===== src/design/hsg_regs.svh =====
`ifndef HSG_REGS_SVH
`define HSG_REGS_SVH

// register offsets (8-bit word address)
`define HSG_OFS_CTRL 8'h90
`define HSG_OFS_FREQ 8'h91
`define HSG_OFS_LVL1 8'h92
`define HSG_OFS_LEN1 8'h93
`define HSG_OFS_LVL2 8'h94
`define HSG_OFS_LEN2 8'h95
`define HSG_OFS_LVL3 8'h96
`define HSG_OFS_LEN3 8'h97
`define HSG_OFS_STAT 8'h98
`define HSG_OFS_RATE 8'h99
`define HSG_OFS_ISTS 8'h9A
`define HSG_OFS_IMSK 8'h9B

// control register fields
`define HSG_CTRL_TRIG_BIT 4
`define HSG_CTRL_MODE_LSB 2
`define HSG_CTRL_ACT_BIT 1

// reset values
`define HSG_RST_FREQ 15'h7FFF
`define HSG_RST_LVL 8'h00
`define HSG_RST_LEN1 9'h000
`define HSG_RST_LEN2 11'h000
`define HSG_RST_LEN3 9'h000
`define HSG_RST_RATE 4'h0

// rate codes at or above this use the asynchronous core clock
`define HSG_RATE_ASYNC_MIN 4'h8

// interrupt status bit positions
`define HSG_IRQ_DONE_BIT 0
`define HSG_IRQ_START_BIT 1

// duration step and reference clock period, in ns
`define HSG_STEP_NS 625000
`define HSG_CLK_NS 40

`endif


===== src/design/hsg_pkg.sv =====
package hsg_pkg;

  // generator operating mode
  typedef enum logic [1:0] {
    HSG_MODE_OFF = 2'b00,
    HSG_MODE_CONT = 2'b01,
    HSG_MODE_ONESHOT = 2'b10,
    HSG_MODE_RSVD = 2'b11
  } hsg_mode_t;

  // one-shot profile phase
  typedef enum logic [1:0] {
    HSG_ST_IDLE = 2'b00,
    HSG_ST_PH1 = 2'b01,
    HSG_ST_PH2 = 2'b10,
    HSG_ST_PH3 = 2'b11
  } hsg_state_t;

endpackage : hsg_pkg


===== src/design/hsg_top.sv =====
`timescale 1ns/1ps
`include "hsg_regs.svh"
// Functional notes
// (RQ1) actuator select: 0 DC output, 1 AC
// (RQ2) AC half period is divider plus one ticks
// (RQ3) system tick divided from a core clock
// (RQ4) rate code below 1000 uses sync clock
// (RQ5) software keeps divider within 100 to 250 Hz
// (RQ6) first level is signed eight-bit, resets zero
// (RQ7) level sets DC value or AC peak, sign inverts
// (RQ8) first length counts 0.625 ms steps, zero skips
// (RQ9) second level drives continuous and phase two
// (RQ10) second length is eleven-bit step count
// (RQ11) third level is signed eight-bit final level
// (RQ12) third length is nine-bit step count
// (RQ13) status reads one while profile runs
// (RQ14) status reads zero otherwise, resets zero
// (RQ15) mode field: off, continuous, one-shot, reserved
// (RQ16) trigger write runs phases one, two, three
// (RQ17) continuous mode uses only second level
// (RQ18) profile end gives zero; retrigger restarts
// (RQ19) one sample per request; off gives zero
module hsg_top #(
  parameter int SYNC_DIV = 1, // core clock edges per sync system tick
  parameter int ASYNC_DIV = 1, // core clock edges per async system tick
  parameter int STEP_CYCLES = `HSG_STEP_NS / `HSG_CLK_NS // one duration step
) (
  input wire logic i_ref_clk,
  input wire logic i_reset_n,
  input wire logic i_sync_core_clock,
  input wire logic i_async_core_clock,
  input wire logic [7:0] i_addr,
  input wire logic [15:0] i_wdata,
  input wire logic i_wr,
  input wire logic i_rd,
  output logic [15:0] o_rdata,
  input wire logic i_sample_req,
  output logic [15:0] o_sample_data,
  output logic o_sample_valid,
  output logic o_irq
);

  if (STEP_CYCLES < 2 || STEP_CYCLES > 65535) begin : g_bad_step
    $error("hsg_top: bad STEP_CYCLES");
  end

  // reset release synchroniser
  logic rst_meta; // first stage, read only by rst_n
  logic rst_n; // reset used by the rest of the design

  always_ff @(posedge i_ref_clk or negedge i_reset_n) begin
    if (!i_reset_n) begin
      rst_meta <= 1'b0;
      rst_n <= 1'b0;
    end else begin
      rst_meta <= 1'b1;
      rst_n <= rst_meta;
    end
  end

  // software registers
  logic act_sel; // actuator_type_select
  hsg_pkg::hsg_mode_t mode; // generator_mode_select
  logic [14:0] freq_div; // resonant_freq_divider
  logic [7:0] lvl1; // first_phase_level
  logic [8:0] len1; // first_phase_length
  logic [7:0] lvl2; // second_phase_level
  logic [10:0] len2; // second_phase_length
  logic [7:0] lvl3; // third_phase_level
  logic [8:0] len3; // third_phase_length
  logic [3:0] rate_code; // generator_sample_rate_code
  logic [1:0] irq_sts; // sticky event flags
  logic [1:0] irq_msk; // event enables

  // address decode
  wire wr_ctrl = i_wr && (i_addr == `HSG_OFS_CTRL);
  wire wr_freq = i_wr && (i_addr == `HSG_OFS_FREQ);
  wire wr_lvl1 = i_wr && (i_addr == `HSG_OFS_LVL1);
  wire wr_len1 = i_wr && (i_addr == `HSG_OFS_LEN1);
  wire wr_lvl2 = i_wr && (i_addr == `HSG_OFS_LVL2);
  wire wr_len2 = i_wr && (i_addr == `HSG_OFS_LEN2);
  wire wr_lvl3 = i_wr && (i_addr == `HSG_OFS_LVL3);
  wire wr_len3 = i_wr && (i_addr == `HSG_OFS_LEN3);
  wire wr_rate = i_wr && (i_addr == `HSG_OFS_RATE);
  wire wr_ists = i_wr && (i_addr == `HSG_OFS_ISTS);
  wire wr_imsk = i_wr && (i_addr == `HSG_OFS_IMSK);

  // mode field as written in this cycle
  wire [1:0] wr_mode = i_wdata[`HSG_CTRL_MODE_LSB +: 2];

  // trigger only counts when the written mode is one-shot
  wire trigger = wr_ctrl && i_wdata[`HSG_CTRL_TRIG_BIT]
                 && (wr_mode == hsg_pkg::HSG_MODE_ONESHOT); // see RQ16

  // control register: trigger bit is write-only and reads zero
  always_ff @(posedge i_ref_clk or negedge rst_n) begin
    if (!rst_n) begin
      act_sel <= 1'b0;
      mode <= hsg_pkg::HSG_MODE_OFF;
    end else if (wr_ctrl) begin
      act_sel <= i_wdata[`HSG_CTRL_ACT_BIT]; // see RQ1
      mode <= hsg_pkg::hsg_mode_t'(wr_mode); // see RQ15
    end
  end

  // frequency divider and sample rate code
  always_ff @(posedge i_ref_clk or negedge rst_n) begin
    if (!rst_n) begin
      freq_div <= `HSG_RST_FREQ; // see RQ2
      rate_code <= `HSG_RST_RATE;
    end else begin
      if (wr_freq) freq_div <= i_wdata[14:0];
      if (wr_rate) rate_code <= i_wdata[3:0];
    end
  end

  // phase levels, signed eight-bit
  always_ff @(posedge i_ref_clk or negedge rst_n) begin
    if (!rst_n) begin
      lvl1 <= `HSG_RST_LVL; // see RQ6
      lvl2 <= `HSG_RST_LVL;
      lvl3 <= `HSG_RST_LVL;
    end else begin
      if (wr_lvl1) lvl1 <= i_wdata[7:0]; // see RQ6
      if (wr_lvl2) lvl2 <= i_wdata[7:0]; // see RQ9
      if (wr_lvl3) lvl3 <= i_wdata[7:0]; // see RQ11
    end
  end

  // phase lengths in duration steps
  always_ff @(posedge i_ref_clk or negedge rst_n) begin
    if (!rst_n) begin
      len1 <= `HSG_RST_LEN1;
      len2 <= `HSG_RST_LEN2;
      len3 <= `HSG_RST_LEN3;
    end else begin
      if (wr_len1) len1 <= i_wdata[8:0]; // see RQ8
      if (wr_len2) len2 <= i_wdata[10:0]; // see RQ10
      if (wr_len3) len3 <= i_wdata[8:0]; // see RQ12
    end
  end

  // system tick sources, one per core clock
  logic sync_tick; // divided synchronous core clock
  logic async_tick; // divided asynchronous core clock

  hsg_clk_div #(.DIV(SYNC_DIV)) u_sync_div (
    .i_ref_clk(i_ref_clk),
    .i_rst_n(rst_n),
    .i_core_clock(i_sync_core_clock),
    .o_tick(sync_tick)
  ); // see RQ3

  hsg_clk_div #(.DIV(ASYNC_DIV)) u_async_div (
    .i_ref_clk(i_ref_clk),
    .i_rst_n(rst_n),
    .i_core_clock(i_async_core_clock),
    .o_tick(async_tick)
  ); // see RQ3

  // clock source follows the rate code
  wire use_async = (rate_code >= `HSG_RATE_ASYNC_MIN); // see RQ4
  wire sys_tick = use_async ? async_tick : sync_tick; // see RQ4

  // AC tone: half period of freq_div+1 system ticks
  logic [14:0] half_cnt; // ticks within the half period
  logic ac_low; // second half of the tone period
  wire half_done = (half_cnt >= freq_div); // a lowered divider must not strand the count

  // tone phase accumulator
  always_ff @(posedge i_ref_clk or negedge rst_n) begin
    if (!rst_n) begin
      half_cnt <= 15'h0000;
      ac_low <= 1'b0;
    end else if (sys_tick) begin
      if (half_done) begin
        half_cnt <= 15'h0000; // see RQ2
        ac_low <= ~ac_low; // see RQ2
      end else begin
        half_cnt <= half_cnt + 15'h0001;
      end
    end
  end

  // one-shot profile sequencer
  hsg_pkg::hsg_state_t state; // current phase
  hsg_pkg::hsg_state_t next_state; // phase after the current one
  logic [10:0] remaining; // steps left in the current phase
  logic [10:0] next_len; // length to load for next_state
  logic [15:0] step_cnt; // reference cycles within a step
  wire step_done = (step_cnt == 16'(STEP_CYCLES - 1));
  wire running = (state != hsg_pkg::HSG_ST_IDLE);
  wire phase_over = running && (remaining == 11'h000);
  wire profile_done = phase_over && (state == hsg_pkg::HSG_ST_PH3);

  // phase order and length of the following phase
  always_comb begin
    next_state = hsg_pkg::HSG_ST_IDLE;
    next_len = 11'h000;
    unique case (state)
      hsg_pkg::HSG_ST_IDLE: begin
        next_state = hsg_pkg::HSG_ST_IDLE;
      end
      hsg_pkg::HSG_ST_PH1: begin
        next_state = hsg_pkg::HSG_ST_PH2; // see RQ16
        next_len = len2;
      end
      hsg_pkg::HSG_ST_PH2: begin
        next_state = hsg_pkg::HSG_ST_PH3; // see RQ16
        next_len = {2'b00, len3};
      end
      hsg_pkg::HSG_ST_PH3: begin
        next_state = hsg_pkg::HSG_ST_IDLE; // see RQ18
      end
    endcase
  end

  // phase state and step counting
  always_ff @(posedge i_ref_clk or negedge rst_n) begin
    if (!rst_n) begin
      state <= hsg_pkg::HSG_ST_IDLE;
      remaining <= 11'h000;
      step_cnt <= 16'h0000;
    end else if (trigger) begin
      // a trigger always restarts from phase one
      state <= hsg_pkg::HSG_ST_PH1; // see RQ18
      remaining <= {2'b00, len1}; // see RQ8
      step_cnt <= 16'h0000;
    end else if (mode != hsg_pkg::HSG_MODE_ONESHOT) begin
      // leaving one-shot mode abandons the profile
      state <= hsg_pkg::HSG_ST_IDLE;
      step_cnt <= 16'h0000;
    end else if (phase_over) begin
      // zero length phases pass in a single cycle
      state <= next_state; // see RQ16
      remaining <= next_len;
      step_cnt <= 16'h0000;
    end else if (running) begin
      if (step_done) begin
        step_cnt <= 16'h0000;
        remaining <= remaining - 11'h001; // see RQ10
      end else begin
        step_cnt <= step_cnt + 16'h0001;
      end
    end
  end

  // level for the current mode and phase
  logic [7:0] active_lvl; // signed level feeding the output
  logic lvl_on; // output active at all

  always_comb begin
    active_lvl = 8'h00;
    lvl_on = 1'b0;
    unique case (mode)
      hsg_pkg::HSG_MODE_CONT: begin
        active_lvl = lvl2; // see RQ17
        lvl_on = 1'b1;
      end
      hsg_pkg::HSG_MODE_ONESHOT: begin
        lvl_on = running;
        unique case (state)
          hsg_pkg::HSG_ST_PH1: active_lvl = lvl1; // see RQ6
          hsg_pkg::HSG_ST_PH2: active_lvl = lvl2; // see RQ9
          hsg_pkg::HSG_ST_PH3: active_lvl = lvl3; // see RQ11
          hsg_pkg::HSG_ST_IDLE: active_lvl = 8'h00; // see RQ18
        endcase
      end
      // off and reserved codes give silence
      hsg_pkg::HSG_MODE_OFF, hsg_pkg::HSG_MODE_RSVD: begin
        lvl_on = 1'b0; // see RQ19
      end
    endcase
  end

  // nine-bit signed amplitude so that full negative scale can flip
  wire [8:0] amp_ext = {active_lvl[7], active_lvl};
  wire [8:0] amp_neg = 9'(~amp_ext + 9'h001);
  wire flip = act_sel && ac_low; // see RQ7
  wire [8:0] amp = lvl_on ? (flip ? amp_neg : amp_ext) : 9'h000; // see RQ7
  wire [15:0] sample_word = {amp, 7'h00};

  // one sample per request from the mixer
  always_ff @(posedge i_ref_clk or negedge rst_n) begin
    if (!rst_n) begin
      o_sample_data <= 16'h0000;
      o_sample_valid <= 1'b0;
    end else begin
      o_sample_valid <= i_sample_req; // see RQ19
      if (i_sample_req) o_sample_data <= sample_word; // see RQ19
    end
  end

  // sticky events: start and finish of a profile, set beats clear
  wire [1:0] irq_evt = {trigger, profile_done};
  wire [1:0] irq_clr = wr_ists ? i_wdata[1:0] : 2'b00;

  always_ff @(posedge i_ref_clk or negedge rst_n) begin
    if (!rst_n) begin
      irq_sts <= 2'b00;
      irq_msk <= 2'b00;
    end else begin
      irq_sts <= (irq_sts & ~irq_clr) | irq_evt;
      if (wr_imsk) irq_msk <= i_wdata[1:0];
    end
  end

  // level interrupt while an enabled flag stands
  wire [1:0] irq_live = irq_sts & irq_msk; // flags allowed to interrupt
  always_ff @(posedge i_ref_clk or negedge rst_n) begin
    if (!rst_n) o_irq <= 1'b0;
    else o_irq <= |irq_live;
  end

  // read multiplexer, unmapped offsets read zero
  wire [15:0] ctrl_rd = {11'h000, 1'b0, mode, act_sel, 1'b0};
  wire [15:0] stat_rd = {15'h0000, running}; // see RQ13
  logic [15:0] rd_mux;

  always_comb begin
    unique case (i_addr)
      `HSG_OFS_CTRL: rd_mux = ctrl_rd;
      `HSG_OFS_FREQ: rd_mux = {1'b0, freq_div};
      `HSG_OFS_LVL1: rd_mux = {8'h00, lvl1};
      `HSG_OFS_LEN1: rd_mux = {7'h00, len1};
      `HSG_OFS_LVL2: rd_mux = {8'h00, lvl2};
      `HSG_OFS_LEN2: rd_mux = {5'h00, len2};
      `HSG_OFS_LVL3: rd_mux = {8'h00, lvl3};
      `HSG_OFS_LEN3: rd_mux = {7'h00, len3};
      `HSG_OFS_STAT: rd_mux = stat_rd; // see RQ14
      `HSG_OFS_RATE: rd_mux = {12'h000, rate_code};
      `HSG_OFS_ISTS: rd_mux = {14'h0000, irq_sts};
      `HSG_OFS_IMSK: rd_mux = {14'h0000, irq_msk};
      default: rd_mux = 16'h0000;
    endcase
  end

  // read data valid the cycle after the strobe only
  always_ff @(posedge i_ref_clk or negedge rst_n) begin
    if (!rst_n) o_rdata <= 16'h0000;
    else o_rdata <= i_rd ? rd_mux : 16'h0000;
  end

endmodule : hsg_top


===== src/design/hsg_clk_div.sv =====
`timescale 1ns/1ps
// syncs a core clock pin, then divides its rising edges into a tick pulse
module hsg_clk_div #(
  parameter int DIV = 1
) (
  input wire logic i_ref_clk,
  input wire logic i_rst_n,
  input wire logic i_core_clock,
  output logic o_tick
);

  if (DIV < 1 || DIV > 65536) begin : g_bad_div
    $error("hsg_clk_div: DIV out of range for the 16-bit counter");
  end

  logic sync_a; // first stage, read only by sync_b
  logic sync_b; // second stage
  logic sync_c; // delayed copy for edge detection
  logic [15:0] div_cnt; // edge counter
  wire rise = sync_b & ~sync_c;
  wire wrap = (div_cnt == 16'(DIV - 1));

  // two-stage synchroniser plus edge history
  always_ff @(posedge i_ref_clk or negedge i_rst_n) begin
    if (!i_rst_n) begin
      sync_a <= 1'b0;
      sync_b <= 1'b0;
      sync_c <= 1'b0;
    end else begin
      sync_a <= i_core_clock;
      sync_b <= sync_a;
      sync_c <= sync_b;
    end
  end

  // integer division of the core clock edges
  always_ff @(posedge i_ref_clk or negedge i_rst_n) begin
    if (!i_rst_n) begin
      div_cnt <= 16'h0000;
      o_tick <= 1'b0;
    end else begin
      o_tick <= rise & wrap;
      if (rise) begin
        div_cnt <= wrap ? 16'h0000 : div_cnt + 16'h0001;
      end
    end
  end

endmodule : hsg_clk_div


===== config.mk =====
export PLATFORM = sky130hd
export DESIGN_NAME = hsg_top
export DESIGN_NICKNAME = d
export VERILOG_FILES = /design/src/design/hsg_pkg.sv /design/src/design/hsg_top.sv /design/src/design/hsg_clk_div.sv
export VERILOG_INCLUDE_DIRS = /design/src /design/src/design
export SDC_FILE = /design/constraint.sdc
export NUM_CORES = 1
export LEC_CHECK = 0
export BUFFER_PORTS_ARGS = -buffer_cell sky130_fd_sc_hd__buf_2
export CELL_PAD_IN_SITES_DETAIL_PLACEMENT = 1
export CELL_PAD_IN_SITES_GLOBAL_PLACEMENT = 1
export CORE_UTILIZATION = 40
export DETAILED_ROUTE_END_ITERATION = 8
export MAX_ROUTING_LAYER = met4
export PLACE_DENSITY = 0.68
export SLEW_MARGIN = 20
export SYNTH_ARGS = -nofsm -noshare
export SYNTH_HDL_FRONTEND = slang
export SYNTH_SLANG_ARGS = --single-unit

===== constraint.sdc =====
create_clock -name i_ref_clk -period 6 [get_ports i_ref_clk]
set_input_delay 1.2 -clock i_ref_clk [delete_from_list [all_inputs] [get_ports i_ref_clk]]
set_output_delay 1.2 -clock i_ref_clk [all_outputs]
set_load 0.01 [all_outputs]

Word level (Yosys, flattened, before mapping):

Index checks and enable logic that the tools add are counted.
Widths: inputs -> output; s select.

* add/sub/neg operators: 6
* order comparisons: 2
* equal/unequal tests: 22
* muxes and demuxes: 27
* bitwise gates (word level): 12
* reduce and logical (&&, ||, !) cells: 31

Operators by type and width (count)
* $pmux 15 s12: 1
* $mux 16: 8
* $eq 8x8->1 const B: 12
* $mux 11: 5
* $add 16x1->16 const B: 3
* $logic_not 16->1: 2
* $pmux 8 s4: 1
* $pmux 11 s2: 1
* $mux 9: 2
* $eq 16x14->1 const B: 1
* $logic_and 1x1->1: 16
* $pmux 8 s2: 1
* $add 15x1->15 const B: 1
* $ge 15x15->1: 1
* $mux 15: 1
* $logic_not 11->1: 1
* $sub 11x1->11 const B: 1
* $eq 2x2->1 const B: 5
* $add 9x1->9 const B: 1
* $not 9->9: 1
* $reduce_bool 3->1: 3
* $mux 2: 4
* $pmux 2 s3: 1
* $reduce_or 2->1: 3
* other kinds (15): 24

* register bits: 193
* input port bits: 31
* output and inout bits: 34

Logic depth before layout (Yosys ltp):

* word-level depth: 7
* mapped depth: 11

Cells and area by module:

From an unflattened synthesis, not the netlist that was laid out.

* cell total of the unflattened synthesis: 943
* area, all modules: 9965.8 µm²

By module, submodules not included
* hsg_top: instances 1, cells each 791, area each 8251.7 µm², seq. area each 3822.4 µm²
* hsg_clk_div: instances 2, cells each 76, area each 857.1 µm², seq. area each 500.5 µm²

Least setup slack after synthesis:

No wires, ideal clock.

* path type: input-to-reg
* from: input i_addr[6]
* to: register freq_div[0]
* setup time: 82 ps
* data arrival time: 2748 ps
* data required time: 5918 ps
* setup slack: 3170 ps
* stages on the path: 6
* buffers on the path: 1
* cells stage by stage: nand4bb_1 > or3_1 > nor2_1 > nand2_2 > buf_2 > mux2_2

* cells in the longest elaborated chain, start to end: 2

Ends and longest elaborated chain
* start: declaration: RTL line hsg_top.sv:32 `input wire logic [7:0] i_addr,`
* $eq 8x8->1
* $logic_and 1x1->1: RTL line hsg_top.sv:77 `` wire wr_freq = i_wr && (i_addr == `HSG_OFS_FREQ); ``
* end signal: assignment: RTL line hsg_top.sv:109 `` freq_div <= `HSG_RST_FREQ; ``
* end signal: assignment: RTL line hsg_top.sv:112 `if (wr_freq) freq_div <= i_wdata[14:0];`
* end: declaration: RTL line hsg_top.sv:64 `logic [14:0] freq_div;`

Every way passes these cells.
A chain may end at the register's enable or synchronous reset.

Worst setup path after layout:

* from: input i_addr[1]
* to: register step_cnt[2]

* cells in the longest elaborated chain, start to end: 5

Ends and longest elaborated chain
* $eq 8x8->1 (no line) (*)
* $logic_and 1x1->1 (*): RTL line hsg_top.sv:76 `` wire wr_ctrl = i_wr && (i_addr == `HSG_OFS_CTRL); ``
* $logic_and 1x1->1 (*) (2 in series): RTL line hsg_top.sv:92 `` wire trigger = wr_ctrl && i_wdata[`HSG_CTRL_TRIG_BIT] ``
* $reduce_bool 4->1 (no line) / $mux 16 (equally long branches)
* end signal: assignment: RTL line hsg_top.sv:243 `step_cnt <= step_cnt + 16'h0001;`
* end: declaration: RTL line hsg_top.sv:190 `logic [15:0] step_cnt;`

Every way passes the cells marked *; elsewhere a longest branch is shown, timed or not.

==> flow_summary.yaml <==
outcome:
  run_status: "finished clean"
placement:
  place_congestion: 0.852
  half_perimeter_wire_length_after_placement_um: 20400
  portBuffers: 55
synth:
  synth_cell_type_count: 74
  syn_inst: 951
  cell_taking_the_most_area_after_synthesis: "dfrtp_1"
  ys_warn_count: 0
  synth.ff_latch_count: 192
  synth_area_leaders: "dfrtp_1 44%, mux2_2 8.4%, ha_1 3.9%"
  yosys-mux-area-fraction: 0.110
  arithmetic_cell_share_of_the_synthesized_area_counting_full_adders_half_adders_and_majority_gates: 0.0395
  ys_dominant_reg_cell: "dfrtp_1"
  async_flop_share: 1.00
  synth_simple_gate_area_share: 0.180
  netlist_area_um2: 10100
  dominant_combinational_cell_family_by_area_after_synthesis: "simple AND/OR/NAND/NOR gates"
  synth-xor-area-share: 0.0363
  post-synth-top-area-fraction: 0.437
  synth_seq_area_share: 0.475
  synth_enable_flop_cells: 0
  avgSynthCellArea_um2: 10.7
  synth-compound-area-share: 0.119
detailed_routing:
  finalWirelength_um: 28800
  total_via_count_after_detailed_routing: 7826
  remaining_drcs: 0
  route.detailed.wl_per_inst_um: 21.7
  drtPass1Iterations: 7
  antenna_left: 0
  detail_route.iter0.violations: 569
  post_drt_via_cell_ratio: 5.88
worst_setup_path:
  crit_arrival_ps: 4350
  cp_data_required_time_ps: 6300
  path_delay_family: "simple AND/OR/NAND/NOR gates"
  crit_path_class: "input port to flop"
  crit_slowest_cell: "nor3b_1"
  critical_path.max_fanout: 31
  worst_setup_path_end_kind: "flop"
  critical_path.cell_chain: "buf_2, nor3b_1, nor4b_4, nand2_1, nand3_1, a31oi_1"
  startpoint_type: "input port"
  cp_slowest_stage_delay_ps: 860
  cp.buffers_inverters: 1
clock_tree:
  cts_setup_buffers: 0
  holdBufCountCts: 0
  cts-root-to-sink-buffers: 2
  worst_setup_hold_path_clk_slew_ps: 80
  count_of_instances_resized_after_the_clock_tree_is_built: 0
  clock_sink_count: 192
  cts-root-buf: "clkbuf_16"
  insertion_delay_ps: 440
  clock_buffer_count_from_cts: 17
  cts_max_level: 4
  tritoncts: "yes"
power:
  p_leak_nw: 5.02
  p_per_area_nw_per_um2: 243
  power.ir.vdd_worst_mv: 0.145
  power.total_mw: 2.75
global_route:
  wire_length_of_the_first_global_routing_pass_um: 47300
  grt_remaining_overflow: 0
  busiest_layer: "met2"
  met2_routing_resource_usage_after_global_routing: 0.360
  first_global_vias: 8232
  globalRouteMet1Util: 0.342
  grt_start_max_net_pins: 67
  grt.total_usage: 0.242
  global_route.usage.met3: 0.0413
  grt_antenna_before_repair: 2
cells_and_area:
  layout.nets: 1056
  areaGrowthSynthToFinish_pct: 11.3
  post_route_cells_drive_above_1_share: 0.214
  filler_cell_count: 2730
min_path:
  min-delay-path-class: "flop to flop"
sta:
  fin_skew_ps: 14.1
  clock.fmax_ghz: 0.247
  rsz_0062_raised_after_global_routing: "no"
  max_slew.worst_pin.slew_ps: 991
  setup_tns_final_ps: 0
  setup_viol: 0
  min_period_over_period: 0.675
  layout_min_cycle_time_ps: 4050
  final_max_slew_viol_count: 0
  hold_viol_final: 0
  maxSlewHeadroom: 0.321
floorplanning:
  die_footprint_um2: 26000
  io_pins: 65
  core_region_area_um2: 24600
  dieHeight_um: 161
  chipWidth_um: 161
  row_count: 57
  floorplan.initialDensity: 0.412
run:
  timing.max_cap.violations: 0
flip-flops by register name (all words and copies together), names as in the netlist, 4 cells and up:
register / flops
o_sample_data: 9
len2: 11
step_cnt: 16
freq_div: 15
lvl1: 8
lvl3: 8
o_rdata: 15
remaining: 11
half_cnt: 15
len1: 9
u_sync_div.div_cnt: 16
lvl2: 8
len3: 9
rate_code: 4
u_async_div.div_cnt: 16
worst paths after layout:
kind | from | endpoint | slack [ps] | cells past startpoint
min | u_async_div.sync_a | u_async_div.sync_b | 350 | 0
max in group asynchronous | rst_n | remaining[1] | 4050 | 2
max reg2reg | state[0] | o_sample_data[13] | 2840 | 10
max | i_addr[1] | step_cnt[2] | 1950 | 6
min reg2reg | u_async_div.sync_a | u_async_div.sync_b | 350 | 0
min in group asynchronous | rst_n | lvl2[7] | 390 | 0
Yosys cell counts, drive strengths merged (8+ instances only):
master and number:
dfrtp 177, nand2 80, mux2 76, nand3 50
nor2 45, inv 38, o21ai 35, ha 32
clkbuf 26, a31oi 24, buf 24, and3 22
nor3 21, xnor2 21, xor2 21, nand4 20
nor4 19, dfstp 15, a21oi 14, nand2b 12
a22o 10, mux2i 10, nor2b 10, a221oi 8
nand3b 8, nor3b 8, o211ai 8
cell type report:
class / instances / area (µm²) / share of cell area
Multi-Input combinational cell: 677 / 4960 / 0.439
Sequential cell: 192 / 4830 / 0.427
Clock buffer: 18 / 429 / 0.0380
Tap cell: 324 / 405 / 0.0359
Timing Repair Buffer: 66 / 358 / 0.0317
Clock inverter: 14 / 165 / 0.0146
Inverter: 39 / 146 / 0.0130
Antenna cell: 1 / 2.50 / 0.000222
logic make-up after synthesis:
kind of cell | count (synthesis)
compound gates | 167
xor+xnor | 42
fa+ha+maj | 32
buf+inv | 89
flops | 192
mux | 93
other cells | 2
simple gates | 334
power breakdown:
part | switching (mW) | internal [mW] | total (mW)
clock network | 0.583 | 0.564 | 1.15
logic | 0.135 | 0.0787 | 0.213
registers | 0.0498 | 1.34 | 1.39
metal layers:
layer	vias up	part of all wire
li1	3583	-
met1	4074	0.48
met2	144	0.46
met3	25	0.042
met4	0	0.013
met5	-	0
placed cells by master (no fill, tap or decap), drive strengths merged, types with 7 or more instances in the layout:
master / count
a21oi: 14
a221o: 7
a221oi: 8
a22o: 10
a31oi: 24
and3: 22
and4: 7
buf: 66
clkbuf: 18
clkinv: 7
conb: 9
dfrtp: 177
dfstp: 15
ha: 32
inv: 46
mux2: 76
mux2i: 10
mux4: 7
nand2: 80
nand2b: 12
nand3: 50
nand3b: 8
nand4: 20
nor2: 45
nor2b: 10
nor3: 21
nor3b: 8
nor4: 19
o211ai: 8
o21ai: 35
or3: 7
xnor2: 21
xor2: 21
metrics by stage:
step / worst slack [ps] / utilization / hold slack, ps / cell area (µm²) / cells
finish: 1950 / 0.459 / 353 / 11300 / 1331
global route: 1720 / 0.459 / 370 / 11300 / 1331
detailed placement: 1540 / 0.435 / 337 / 10700 / 1298
CTS: 2010 / 0.459 / 357 / 11300 / 1330
floorplan: 280 / - / 331 / 10200 / 958
global placement: 1590 / 0.435 / 336 / 10700 / 1298
Note: power is estimated with default switching activity, not from simulation.
